File: config.mk
export PLATFORM = sky130hd
export DESIGN_NAME = adc_scan_and_pin_config
export DESIGN_NICKNAME = d
export VERILOG_FILES = /design/src/hw/adc_cfg_pkg.sv /design/src/hw/adc_scan_and_pin_config.sv /design/src/hw/adc_scan_seq.sv
export SDC_FILE = /design/constraint.sdc
export NUM_CORES = 1
export LEC_CHECK = 0
export BUFFER_PORTS_ARGS = -buffer_cell sky130_fd_sc_hd__buf_2
export CAP_MARGIN = 20
export CORE_UTILIZATION = 45
export DETAILED_ROUTE_END_ITERATION = 10
export REMOVE_ABC_BUFFERS = 1
export SYNTH_ARGS = -nofsm -noshare
export SYNTH_HDL_FRONTEND = slang
export SYNTH_SLANG_ARGS = --single-unit
File: constraint.sdc
create_clock -name mclk -period 8.4 [get_ports mclk]
set_clock_uncertainty 0.15 [all_clocks]
set_input_delay 0.42 -clock mclk [delete_from_list [all_inputs] [get_ports mclk]]
set_output_delay 0.42 -clock mclk [all_outputs]
set_load 0.005 [all_outputs]
File: src/hw/adc_cfg_pkg.sv
// shared constants and types for the converter scan and pin setup block
package adc_cfg_pkg;
   localparam int NUM_CONV = 2;
   localparam int ADDR_W   = 8;
   localparam int SEL_W    = 5;
   localparam int HALF_W   = 16;
   localparam int FULL_W   = 32;

   localparam logic [7:0] OFS_C1_SCAN_HIGH = 8'h00;
   localparam logic [7:0] OFS_C1_SCAN_LOW  = 8'h04;
   localparam logic [7:0] OFS_C1_PIN_HIGH  = 8'h08;
   localparam logic [7:0] OFS_C1_PIN_LOW   = 8'h0C;
   localparam logic [7:0] OFS_C2_SCAN_HIGH = 8'h10;
   localparam logic [7:0] OFS_C2_SCAN_LOW  = 8'h14;
   localparam logic [7:0] OFS_C2_PIN_HIGH  = 8'h18;
   localparam logic [7:0] OFS_C2_PIN_LOW   = 8'h1C;
   localparam logic [7:0] OFS_CTRL         = 8'h20;
   localparam logic [7:0] OFS_STATUS       = 8'h24;

   localparam logic [15:0] RST_HALF = 16'h0000;
   localparam logic [31:0] RST_CTRL = 32'h0000_0000;

   // per converter fields, converter k starts at k*CONV_STRIDE
   localparam int CONV_STRIDE     = 16;
   localparam int CTRL_FIXED_LSB  = 0;
   localparam int CTRL_SCAN_EN    = 8;
   localparam int STAT_SEL_LSB    = 0;
   localparam int STAT_SCANNING   = 5;
   localparam int STAT_NEG_REF    = 6;

   typedef struct packed {
      logic              psel;
      logic              penable;
      logic              pwrite;
      logic [ADDR_W-1:0] paddr;
      logic [31:0]       pwdata;
   } apb_req_t;

   typedef struct packed {
      logic [SEL_W-1:0] ch0_pos_sel;
      logic             neg_ref;
      logic             scanning;
   } mux_ctrl_t;

   typedef enum logic [1:0] {
      SEQ_FIXED = 2'b01,
      SEQ_SCAN  = 2'b10
   } seq_state_t;
endpackage

File: src/hw/adc_scan_and_pin_config.sv
// scan select and pin mode registers with apb slave and pin read path
`timescale 1ns/1ps
module adc_scan_and_pin_config #(
   parameter int NUM_INPUTS = 32
) (
   input  wire logic                  mclk,
   input  wire logic                  reset_n,
   input  wire adc_cfg_pkg::apb_req_t apb_req,
   output logic [31:0]                prdata,
   output logic                       pready,
   output logic                       pslverr,
   input  wire logic [1:0]            conv_done,
   input  wire logic [31:0]           pin_in,
   output logic [31:0]                pin_digital,
   output logic [31:0]                mux_ground_c1,
   output logic [15:0]                mux_ground_c2,
   output logic [31:0]                pin_read,
   output adc_cfg_pkg::mux_ctrl_t     mux_ctrl_c1,
   output adc_cfg_pkg::mux_ctrl_t     mux_ctrl_c2
);
   localparam int NC = adc_cfg_pkg::NUM_CONV;
   localparam int HW = adc_cfg_pkg::HALF_W;
   localparam int C2_INPUTS = (NUM_INPUTS < HW) ? NUM_INPUTS : HW;

   logic [HW-1:0]   scan_hi_r [NC];
   logic [HW-1:0]   scan_lo_r [NC];
   logic [HW-1:0]   pin_lo_r  [NC];
   logic [HW-1:0]   pin_hi_r;
   logic [31:0]     ctrl_r;
   logic [31:0]     prdata_r;
   logic            pslverr_r;
   logic [31:0]     rd_val;
   logic            rd_hit;
   logic            wr_fire;
   logic            setup_rd;
   logic [7:0]      word_addr;
   logic [31:0]     status_val;
   logic [31:0]     sync1_r;
   logic [31:0]     sync2_r;
   logic [31:0]     sync3_r;
   logic [31:0]     pin_filt_r;
   logic [31:0]     pin_read_r;
   adc_cfg_pkg::mux_ctrl_t mux_ctrl [NC];

   assign word_addr = {apb_req.paddr[7:2], 2'b00};
   assign setup_rd  = apb_req.psel && !apb_req.penable && !apb_req.pwrite;
   assign wr_fire   = apb_req.psel && apb_req.penable && apb_req.pwrite
                      && rd_hit;
   // zero wait states: read data is captured in the setup cycle
   assign pready    = 1'b1;
   assign prdata    = prdata_r;
   assign pslverr   = pslverr_r;

   // status word, one field group per converter
   always_comb begin
      status_val = 32'h0000_0000;
      for (int k = 0; k < NC; k++) begin
         status_val[k*adc_cfg_pkg::CONV_STRIDE
                    + adc_cfg_pkg::STAT_SEL_LSB +: adc_cfg_pkg::SEL_W]
            = mux_ctrl[k].ch0_pos_sel;
         status_val[k*adc_cfg_pkg::CONV_STRIDE
                    + adc_cfg_pkg::STAT_SCANNING] = mux_ctrl[k].scanning;
         status_val[k*adc_cfg_pkg::CONV_STRIDE
                    + adc_cfg_pkg::STAT_NEG_REF]  = mux_ctrl[k].neg_ref;
      end
   end

   // read decode; the second converter's high pin slot is a hole
   always_comb begin
      rd_val = 32'h0000_0000;
      rd_hit = 1'b1;
      case (word_addr)
         adc_cfg_pkg::OFS_C1_SCAN_HIGH: rd_val[HW-1:0] = scan_hi_r[0];
         adc_cfg_pkg::OFS_C1_SCAN_LOW:  rd_val[HW-1:0] = scan_lo_r[0];
         adc_cfg_pkg::OFS_C1_PIN_HIGH:  rd_val[HW-1:0] = pin_hi_r;
         adc_cfg_pkg::OFS_C1_PIN_LOW:   rd_val[HW-1:0] = pin_lo_r[0];
         adc_cfg_pkg::OFS_C2_SCAN_HIGH: rd_val[HW-1:0] = scan_hi_r[1];
         adc_cfg_pkg::OFS_C2_SCAN_LOW:  rd_val[HW-1:0] = scan_lo_r[1];
         adc_cfg_pkg::OFS_C2_PIN_LOW:   rd_val[HW-1:0] = pin_lo_r[1];
         adc_cfg_pkg::OFS_CTRL:         rd_val = ctrl_r;
         adc_cfg_pkg::OFS_STATUS:       rd_val = status_val;
         adc_cfg_pkg::OFS_C2_PIN_HIGH:  rd_hit = 1'b0;
         default:                       rd_hit = 1'b0;
      endcase
      if (apb_req.pwrite && (word_addr == adc_cfg_pkg::OFS_STATUS)) begin
         rd_hit = 1'b0;
      end
   end

   always_ff @(posedge mclk or negedge reset_n) begin
      if (!reset_n) begin
         prdata_r  <= 32'h0000_0000;
         pslverr_r <= 1'b0;
      end else if (apb_req.psel && !apb_req.penable) begin
         prdata_r  <= setup_rd ? rd_val : 32'h0000_0000;
         pslverr_r <= !rd_hit;
      end
   end

   // scan select storage, every bit kept even for absent inputs
   always_ff @(posedge mclk or negedge reset_n) begin
      if (!reset_n) begin
         for (int k = 0; k < NC; k++) begin
            scan_hi_r[k] <= adc_cfg_pkg::RST_HALF;
            scan_lo_r[k] <= adc_cfg_pkg::RST_HALF;
         end
      end else if (wr_fire) begin
         case (word_addr)
            adc_cfg_pkg::OFS_C1_SCAN_HIGH:
               scan_hi_r[0] <= apb_req.pwdata[HW-1:0];
            adc_cfg_pkg::OFS_C1_SCAN_LOW:
               scan_lo_r[0] <= apb_req.pwdata[HW-1:0];
            adc_cfg_pkg::OFS_C2_SCAN_HIGH:
               scan_hi_r[1] <= apb_req.pwdata[HW-1:0];
            adc_cfg_pkg::OFS_C2_SCAN_LOW:
               scan_lo_r[1] <= apb_req.pwdata[HW-1:0];
            default: begin
            end
         endcase
      end
   end

   // pin mode storage
   always_ff @(posedge mclk or negedge reset_n) begin
      if (!reset_n) begin
         pin_hi_r    <= adc_cfg_pkg::RST_HALF;
         pin_lo_r[0] <= adc_cfg_pkg::RST_HALF;
         pin_lo_r[1] <= adc_cfg_pkg::RST_HALF;
      end else if (wr_fire) begin
         case (word_addr)
            adc_cfg_pkg::OFS_C1_PIN_HIGH:
               pin_hi_r <= apb_req.pwdata[HW-1:0];
            adc_cfg_pkg::OFS_C1_PIN_LOW:
               pin_lo_r[0] <= apb_req.pwdata[HW-1:0];
            adc_cfg_pkg::OFS_C2_PIN_LOW:
               pin_lo_r[1] <= apb_req.pwdata[HW-1:0];
            default: begin
            end
         endcase
      end
   end

   // scan enable and fixed channel 0 selection per converter
   always_ff @(posedge mclk or negedge reset_n) begin
      if (!reset_n) begin
         ctrl_r <= adc_cfg_pkg::RST_CTRL;
      end else if (wr_fire && (word_addr == adc_cfg_pkg::OFS_CTRL)) begin
         ctrl_r <= apb_req.pwdata;
      end
   end

   genvar k;
   generate
      for (k = 0; k < NC; k++) begin : g_conv
         adc_scan_seq #(
            .NUM_INPUTS (k == 0 ? NUM_INPUTS : C2_INPUTS)
         ) i_adc_scan_seq (
            .mclk        (mclk),
            .reset_n     (reset_n),
            .scan_en     (ctrl_r[k*adc_cfg_pkg::CONV_STRIDE
                                 + adc_cfg_pkg::CTRL_SCAN_EN]),
            .scan_select ({scan_hi_r[k], scan_lo_r[k]}),
            .fixed_sel   (ctrl_r[k*adc_cfg_pkg::CONV_STRIDE
                                 + adc_cfg_pkg::CTRL_FIXED_LSB
                                 +: adc_cfg_pkg::SEL_W]),
            .conv_done   (conv_done[k]),
            .mux_ctrl    (mux_ctrl[k])
         );
      end
   endgenerate

   assign mux_ctrl_c1 = mux_ctrl[0];
   assign mux_ctrl_c2 = mux_ctrl[1];

   // per pin mode, ground switch and filtered read path
   genvar i;
   generate
      for (i = 0; i < adc_cfg_pkg::FULL_W; i++) begin : g_pin
         logic cfg_bit;
         if (i < HW) begin : g_low
            assign cfg_bit = pin_lo_r[0][i] | pin_lo_r[1][i];
         end else begin : g_high
            assign cfg_bit = pin_hi_r[i-HW];
         end
         if (i < NUM_INPUTS) begin : g_live
            assign pin_digital[i]   = cfg_bit;
            assign mux_ground_c1[i] = cfg_bit;
         end else begin : g_absent
            assign pin_digital[i]   = 1'b0;
            assign mux_ground_c1[i] = 1'b0;
         end
         if (i < HW) begin : g_c2
            if (i < C2_INPUTS) begin : g_c2_live
               assign mux_ground_c2[i] = cfg_bit;
            end else begin : g_c2_absent
               assign mux_ground_c2[i] = 1'b0;
            end
         end

         always_ff @(posedge mclk or negedge reset_n) begin
            if (!reset_n) begin
               sync1_r[i]    <= 1'b0;
               sync2_r[i]    <= 1'b0;
               sync3_r[i]    <= 1'b0;
               pin_filt_r[i] <= 1'b0;
               pin_read_r[i] <= 1'b0;
            end else begin
               sync1_r[i] <= pin_in[i];
               sync2_r[i] <= sync1_r[i];
               sync3_r[i] <= sync2_r[i];
               if (sync2_r[i] == sync3_r[i]) begin
                  pin_filt_r[i] <= sync3_r[i];
               end
               // analog pins read as zero
               pin_read_r[i] <= pin_digital[i] & pin_filt_r[i];
            end
         end

         chk_analog_read_off: assert property (
            @(posedge mclk) disable iff (!reset_n)
            !pin_digital[i] |=> !pin_read[i])
            else $error("analog pin leaks onto read path");

         chk_digital_read_on: assert property (
            @(posedge mclk) disable iff (!reset_n)
            pin_digital[i] && $stable(pin_digital[i])
            |=> (pin_read[i] == $past(pin_filt_r[i])))
            else $error("digital pin read path not enabled");
      end
   endgenerate

   assign pin_read = pin_read_r;

   chk_write_lands: assert property (
      @(posedge mclk) disable iff (!reset_n)
      wr_fire && (word_addr == adc_cfg_pkg::OFS_C1_SCAN_LOW)
      |=> scan_lo_r[0] == $past(apb_req.pwdata[HW-1:0]))
      else $error("scan low write did not land");

   chk_reset_clear: assert property (
      @(posedge mclk) disable iff (!reset_n)
      $rose(reset_n) |-> (pin_hi_r == 16'h0000) && (ctrl_r == 32'h0)
      && (pin_lo_r[0] == 16'h0000) && (scan_hi_r[0] == 16'h0000)
      && (pin_digital == 32'h0000_0000))
      else $error("registers not clear after reset");

   chk_high_half_read: assert property (
      @(posedge mclk) disable iff (!reset_n)
      setup_rd && (word_addr == adc_cfg_pkg::OFS_C1_SCAN_HIGH)
      |=> prdata == {16'h0000, $past(scan_hi_r[0])} && !pslverr)
      else $error("high scan half read wrong");

   chk_no_second_high: assert property (
      @(posedge mclk) disable iff (!reset_n)
      apb_req.psel && !apb_req.penable
      && (word_addr == adc_cfg_pkg::OFS_C2_PIN_HIGH)
      |=> pslverr && (prdata == 32'h0000_0000))
      else $error("second converter high pin slot answered");

   chk_shared_low: assert property (
      @(posedge mclk) disable iff (!reset_n)
      (pin_lo_r[1][0] || pin_lo_r[0][0]) |-> pin_digital[0])
      else $error("low pin register of a converter ignored");

   chk_absent_pins: assert property (
      @(posedge mclk) disable iff (!reset_n)
      (NUM_INPUTS < 32) |-> (pin_digital[31] == 1'b0)
      && (mux_ground_c1[31] == 1'b0))
      else $error("absent pin affected by its config bit");

   chk_pin_high_lands: assert property (
      @(posedge mclk) disable iff (!reset_n)
      wr_fire && (word_addr == adc_cfg_pkg::OFS_C1_PIN_HIGH)
      |=> pin_hi_r == $past(apb_req.pwdata[HW-1:0]))
      else $error("high pin write did not land");

   chk_c2_low_lands: assert property (
      @(posedge mclk) disable iff (!reset_n)
      wr_fire && (word_addr == adc_cfg_pkg::OFS_C2_PIN_LOW)
      |=> pin_lo_r[1] == $past(apb_req.pwdata[HW-1:0]))
      else $error("second converter low pin write did not land");

   chk_hole_write_dropped: assert property (
      @(posedge mclk) disable iff (!reset_n)
      apb_req.psel && apb_req.penable && apb_req.pwrite
      && (word_addr == adc_cfg_pkg::OFS_C2_PIN_HIGH)
      |=> $stable(pin_hi_r) && $stable(pin_lo_r[0]) && $stable(pin_lo_r[1]))
      else $error("write to missing high pin slot changed a register");

   chk_upper_half_zero: assert property (
      @(posedge mclk) disable iff (!reset_n)
      setup_rd && (word_addr < adc_cfg_pkg::OFS_CTRL)
      |=> prdata[31:HW] == 16'h0000)
      else $error("upper half of a 16 bit register read not zero");

   chk_scan_needs_enable: assert property (
      @(posedge mclk) disable iff (!reset_n)
      !ctrl_r[adc_cfg_pkg::CTRL_SCAN_EN] |=> !mux_ctrl_c1.scanning)
      else $error("converter 1 scans while its scan enable is clear");

   chk_ground_shared: assert property (
      @(posedge mclk) disable iff (!reset_n)
      (pin_lo_r[0][0] || pin_lo_r[1][0])
      |-> mux_ground_c1[0] && mux_ground_c2[0])
      else $error("grounding of a shared low pin missing");

   chk_analog_sampled: assert property (
      @(posedge mclk) disable iff (!reset_n)
      !pin_digital[0] |-> !mux_ground_c1[0] && !mux_ground_c2[0])
      else $error("analog pin grounded at the converter input");

   chk_ctrl_lands: assert property (
      @(posedge mclk) disable iff (!reset_n)
      wr_fire && (word_addr == adc_cfg_pkg::OFS_CTRL)
      |=> ctrl_r == $past(apb_req.pwdata))
      else $error("control write did not land");

   chk_scan_high_lands: assert property (
      @(posedge mclk) disable iff (!reset_n)
      wr_fire && (word_addr == adc_cfg_pkg::OFS_C2_SCAN_HIGH)
      |=> scan_hi_r[1] == $past(apb_req.pwdata[HW-1:0]))
      else $error("second converter high scan write did not land");

   // status is read only, a write to it is answered with an error
   chk_status_read_only: assert property (
      @(posedge mclk) disable iff (!reset_n)
      apb_req.psel && !apb_req.penable && apb_req.pwrite
      && (word_addr == adc_cfg_pkg::OFS_STATUS)
      |=> pslverr)
      else $error("write to status word not refused");
endmodule

File: src/hw/adc_scan_seq.sv
// channel 0 positive input sequencer for one converter
`timescale 1ns/1ps
module adc_scan_seq #(
   parameter int NUM_INPUTS = 32
) (
   input  wire logic                  mclk,
   input  wire logic                  reset_n,
   input  wire logic                  scan_en,
   input  wire logic [31:0]           scan_select,
   input  wire logic [4:0]            fixed_sel,
   input  wire logic                  conv_done,
   output adc_cfg_pkg::mux_ctrl_t     mux_ctrl
);
   adc_cfg_pkg::seq_state_t state_r;
   adc_cfg_pkg::seq_state_t state_nxt;
   logic [4:0]              sel_r;
   logic [4:0]              sel_nxt;
   logic                    neg_ref_r;

   // first selected index above cur, wrapping past 31
   function automatic logic [4:0] next_of(input logic [4:0]  cur,
                                          input logic [31:0] sel);
      logic [4:0] idx;
      logic       found;
      next_of = cur;
      found   = 1'b0;
      for (int i = 1; i <= 32; i++) begin
         idx = cur + 5'(i);
         if (!found && sel[idx]) begin
            next_of = idx;
            found   = 1'b1;
         end
      end
   endfunction

   always_comb begin
      state_nxt = state_r;
      sel_nxt   = sel_r;
      case (state_r)
         adc_cfg_pkg::SEQ_FIXED: begin
            sel_nxt = fixed_sel;
            if (scan_en && (scan_select != 32'h0000_0000)) begin
               state_nxt = adc_cfg_pkg::SEQ_SCAN;
               sel_nxt   = next_of(5'h1F, scan_select);
            end
         end
         adc_cfg_pkg::SEQ_SCAN: begin
            if (!scan_en || (scan_select == 32'h0000_0000)) begin
               state_nxt = adc_cfg_pkg::SEQ_FIXED;
               sel_nxt   = fixed_sel;
            end else if (conv_done || !scan_select[sel_r]) begin
               sel_nxt = next_of(sel_r, scan_select);
            end
         end
         default: begin
            state_nxt = adc_cfg_pkg::SEQ_FIXED;
            sel_nxt   = fixed_sel;
         end
      endcase
   end

   always_ff @(posedge mclk or negedge reset_n) begin
      if (!reset_n) begin
         state_r   <= adc_cfg_pkg::SEQ_FIXED;
         sel_r     <= 5'h00;
         neg_ref_r <= 1'b0;
      end else begin
         state_r   <= state_nxt;
         sel_r     <= sel_nxt;
         neg_ref_r <= (int'(sel_nxt) >= NUM_INPUTS);
      end
   end

   assign mux_ctrl.ch0_pos_sel = sel_r;
   assign mux_ctrl.neg_ref     = neg_ref_r;
   assign mux_ctrl.scanning    = (state_r == adc_cfg_pkg::SEQ_SCAN);

   chk_skip_unselected: assert property (
      @(posedge mclk) disable iff (!reset_n)
      (state_r == adc_cfg_pkg::SEQ_SCAN) && $stable(scan_select)
      |-> scan_select[sel_r])
      else $error("scan sits on an unselected input");

   chk_absent_neg_ref: assert property (
      @(posedge mclk) disable iff (!reset_n)
      mux_ctrl.neg_ref == (int'(mux_ctrl.ch0_pos_sel) >= NUM_INPUTS))
      else $error("absent input not mapped to negative reference");

   chk_fixed_when_off: assert property (
      @(posedge mclk) disable iff (!reset_n)
      !scan_en |=> (sel_r == $past(fixed_sel)) && !mux_ctrl.scanning)
      else $error("fixed selection not used while scan is off");

   chk_scan_advances: assert property (
      @(posedge mclk) disable iff (!reset_n)
      mux_ctrl.scanning && scan_en && conv_done
      && $stable(scan_select) && ($countones(scan_select) > 1)
      |=> (sel_r == next_of($past(sel_r), $past(scan_select))))
      else $error("scan did not step to next selected input");
endmodule

==> impl_metrics.ini <==
[route]
wl_per_cell_um = 26.8
detail-route-antenna-nets = 0
drt_wl_total_mm = 92.5
drt_iter0_markers = 2443
firstDrtPassIters = 5
drc = 0
vias = 22700
detail_route.vias_per_cell = 6.58

[place]
dp_cells = 3343
place.gp.congestion = 0.991
place_hpwl_mm = 68.3
io_buffer_count = 234

[worst_setup_path]
crit_fanout = 12
worstPathArrival_ns = 6.74
crit_required_ns = 8.68
critPathLaunch = g_conv[1].i_adc_scan_seq.sel_r[2]
end_kind = register
path_class = register to register
worstSetupStartpointType = register
timing.rr.start = g_conv[1].i_adc_scan_seq.sel_r[2]
rrSetupSlack_ns = 1.94

[clock_network]
clk_pin_slew_ns = 0.07
clockBufferDepth = 3
ctsResizeCount = 0
cts_root_buf = clkbuf_16
worstSkewPairLatency_ns = 0.57
clock_sink_count = 351
cts_made_buffers = 31
cts_tree = yes
h-tree-depth = 1

[grt]
overflow = 0
grt_pass1_wl_mm = 140
grt_usage_pct = 30.8
antenna_found_initial = 1
grt_max_degree = 174
grt_pass1_vias = 22100

[floorplan]
core_mm2 = 0.0568
io_pins = 239
die_w_um = 243
start_util_pct = 45.9
die_height_um = 243
std_cell_rows = 87
die-area_mm2 = 0.0589

[final_layout]
seqCellArea_mm2 = 0.00879
final_cell_mix = 345 x dfrtp_1, 233 x buf_2, 194 x nand2_1
multi_input_area_mm2 = 0.0159
drive_gt1_share_pct = 28.6
layout.cells.non_filler = 3450
fin_util_pct = 51.1
antenna_cells = 0
final_common_cell = dfrtp_1
syn_to_final_growth_pct = 11.4
fillCellCount = 5121
layout.nets = 2779

[outcome]
status = finished clean

[power]
power_density_mw_per_mm2 = 140
max-vdd-ir-drop_uv = 176
p_int_mw = 2.88
power.leakage_nw = 12.3
p_sw_mw = 1.18
clkPwrFrac_pct = 35.7
seq_power_share_pct = 43.9
pwr-share-comb_pct = 20.4
totalPowerFinal_mw = 4.06
power_switching_share_pct = 29.1

[logic_synthesis]
postSynthAreaPerCell_um2 = 10.3
synth_flop_cell = dfrtp_1
netlist_area_mm2 = 0.0261
synth_warnings = 0
synth-seq-cells = 351
syn_inst = 2531
async_reset_ff_share_pct = 100
synth_edf_count = 0
yosysSeqAreaShare_pct = 33.7
post_synth_num_cell_types = 113

[timing]
rsz0062_at_grt = no
hold_slack_ns = 0.0653
setup_viol = 0
setup_tns_ns = 0
fmax_ghz = 0.155
worstMarginPinSlew_ns = 1.10
finalCritPeriodShare_pct = 76.9
finalHoldViolations = 0
max_slew_margin_pct = 26.2
slew_viol_final = 0
fin_crit_ns = 6.46

[min_path]
worstHoldStart = apb_req[40]
hp-class = input port to register

[run]
drv_cap = 0
timing repair:
action	in CTS	in global routing
buffers inserted	0	0
hold endpoints to repair	150	0
hold buffers	49	0
cell usage after synthesis, drive strengths merged (9+ instances only):
master   count  area share [%]
nor4        31            0.93
and2        67             1.6
o311ai      10            0.34
maj3        32             1.2
a21oi      103             2.0
a22oi       40             1.2
o211ai      22            0.63
a21boi      11            0.32
nor3        50             1.0
dfrtp      349              33
nand2b      28            0.67
a21o        12            0.35
or3         17            0.41
xnor2       49             1.6
a22o        11            0.37
a2111oi     10            0.42
nand4       28            0.70
mux2i      126             4.8
buf        122             3.2
nand2      194             2.8
nor2       143             2.1
or2         29            0.71
and3        10            0.24
nand3       67             1.3
o21ai      132             2.5
mux4       158              14
inv         49            0.71
a211oi      31            0.89
o221ai      16            0.56
mux2       183             7.9
o21a         9            0.26
ha          29             1.4
or4         12            0.37
o31ai        9            0.28
o2111ai     11            0.37
xor2        10            0.34
o22ai       17            0.43
clkbuf     123             1.8
a31oi       14            0.34
a221oi      28            0.94
nor2b       24            0.58
registers in the layout, summed over array words and instances (netlist names), 32 cells and up:
register,flops
scan_lo_r,32
pin_filt_r,32
sync2_r,32
scan_hi_r,32
pin_lo_r,32
pin_read,32
ctrl_r,32
prdata,32
sync1_r,32
sync3_r,32
final timing paths:
path	end	cells after the start
setup / recovery	g_conv[1].i_adc_scan_seq.sel_r[1]	14
hold / removal	pslverr	3
setup reg to reg	g_conv[1].i_adc_scan_seq.sel_r[1]	14
hold reg to reg	sync2_r[15]	0
max in group asynchronous	g_conv[0].i_adc_scan_seq.sel_r[0]	3
min in group asynchronous	sync2_r[15]	2
metrics by stage:
stage	setup WS, ns	instance area (um^2)
final	1.94	29100
after global placement	2.15	27500
after global routing	1.64	29100
after detailed placement	2.15	27500
after floorplan	0.955	24800
after CTS	2.12	29000
cell type report:
cell class                      count  share of cell area [%]
Clock buffer                       47                    3.22
Clock inverter                      9                   0.375
Inverter                           51                   0.659
Multi-Input combinational cell   1884                    54.6
Sequential cell                   351                    30.3
Tap cell                          756                    3.25
Timing Repair Buffer              352                    7.59
worst max-delay path: stages, from the launching register on:
cell       delay [ns]
dfrtp_1          0.38
inv_1            0.40
ha_1             0.76
buf_4            0.36
mux4_2           0.53
mux4_2           0.51
and2_1           0.20
a21o_1           0.25
a2111oi_1        0.67
nand4_1          0.64
or4_4            0.79
o21ai_1          0.16
a41oi_1          0.15
a31oi_1          0.33
a21oi_2          0.05
power by group through the flow:
stage          Clock (mW)  Combinational [mW]  Sequential (mW)
5_1_grt              1.54               0.880             1.79
3_5_place_dp            0               0.786             1.81
3_3_place_gp            0               0.781             1.81
6_report             1.45               0.826             1.78
2_1_floorplan           0               0.478             1.81
4_1_cts              1.48               0.807             1.78
per-layer routing:
layer / track usage (%) / up-vias / wire, um
li1: - / 9845 / -
met1: 43.8 / 11500 / 39400
met2: 47.5 / 1164 / 42000
met3: 4.12 / 189 / 7260
met4: 12.2 / 2 / 3830
met5: 0 / - / 13
kinds of logic after synthesis:
group                    share of synthesized area, %
AO/OA/AOI/OAI                                    14.9
other                                          0.0288
buffers and inverters                            5.69
flip-flops                                       33.7
AND/OR/NAND/NOR                                  14.6
XOR/XNOR                                         1.98
adder cells (fa/ha/maj)                          2.62
multiplexers                                     26.5
(Power assumes the default switching activity.)
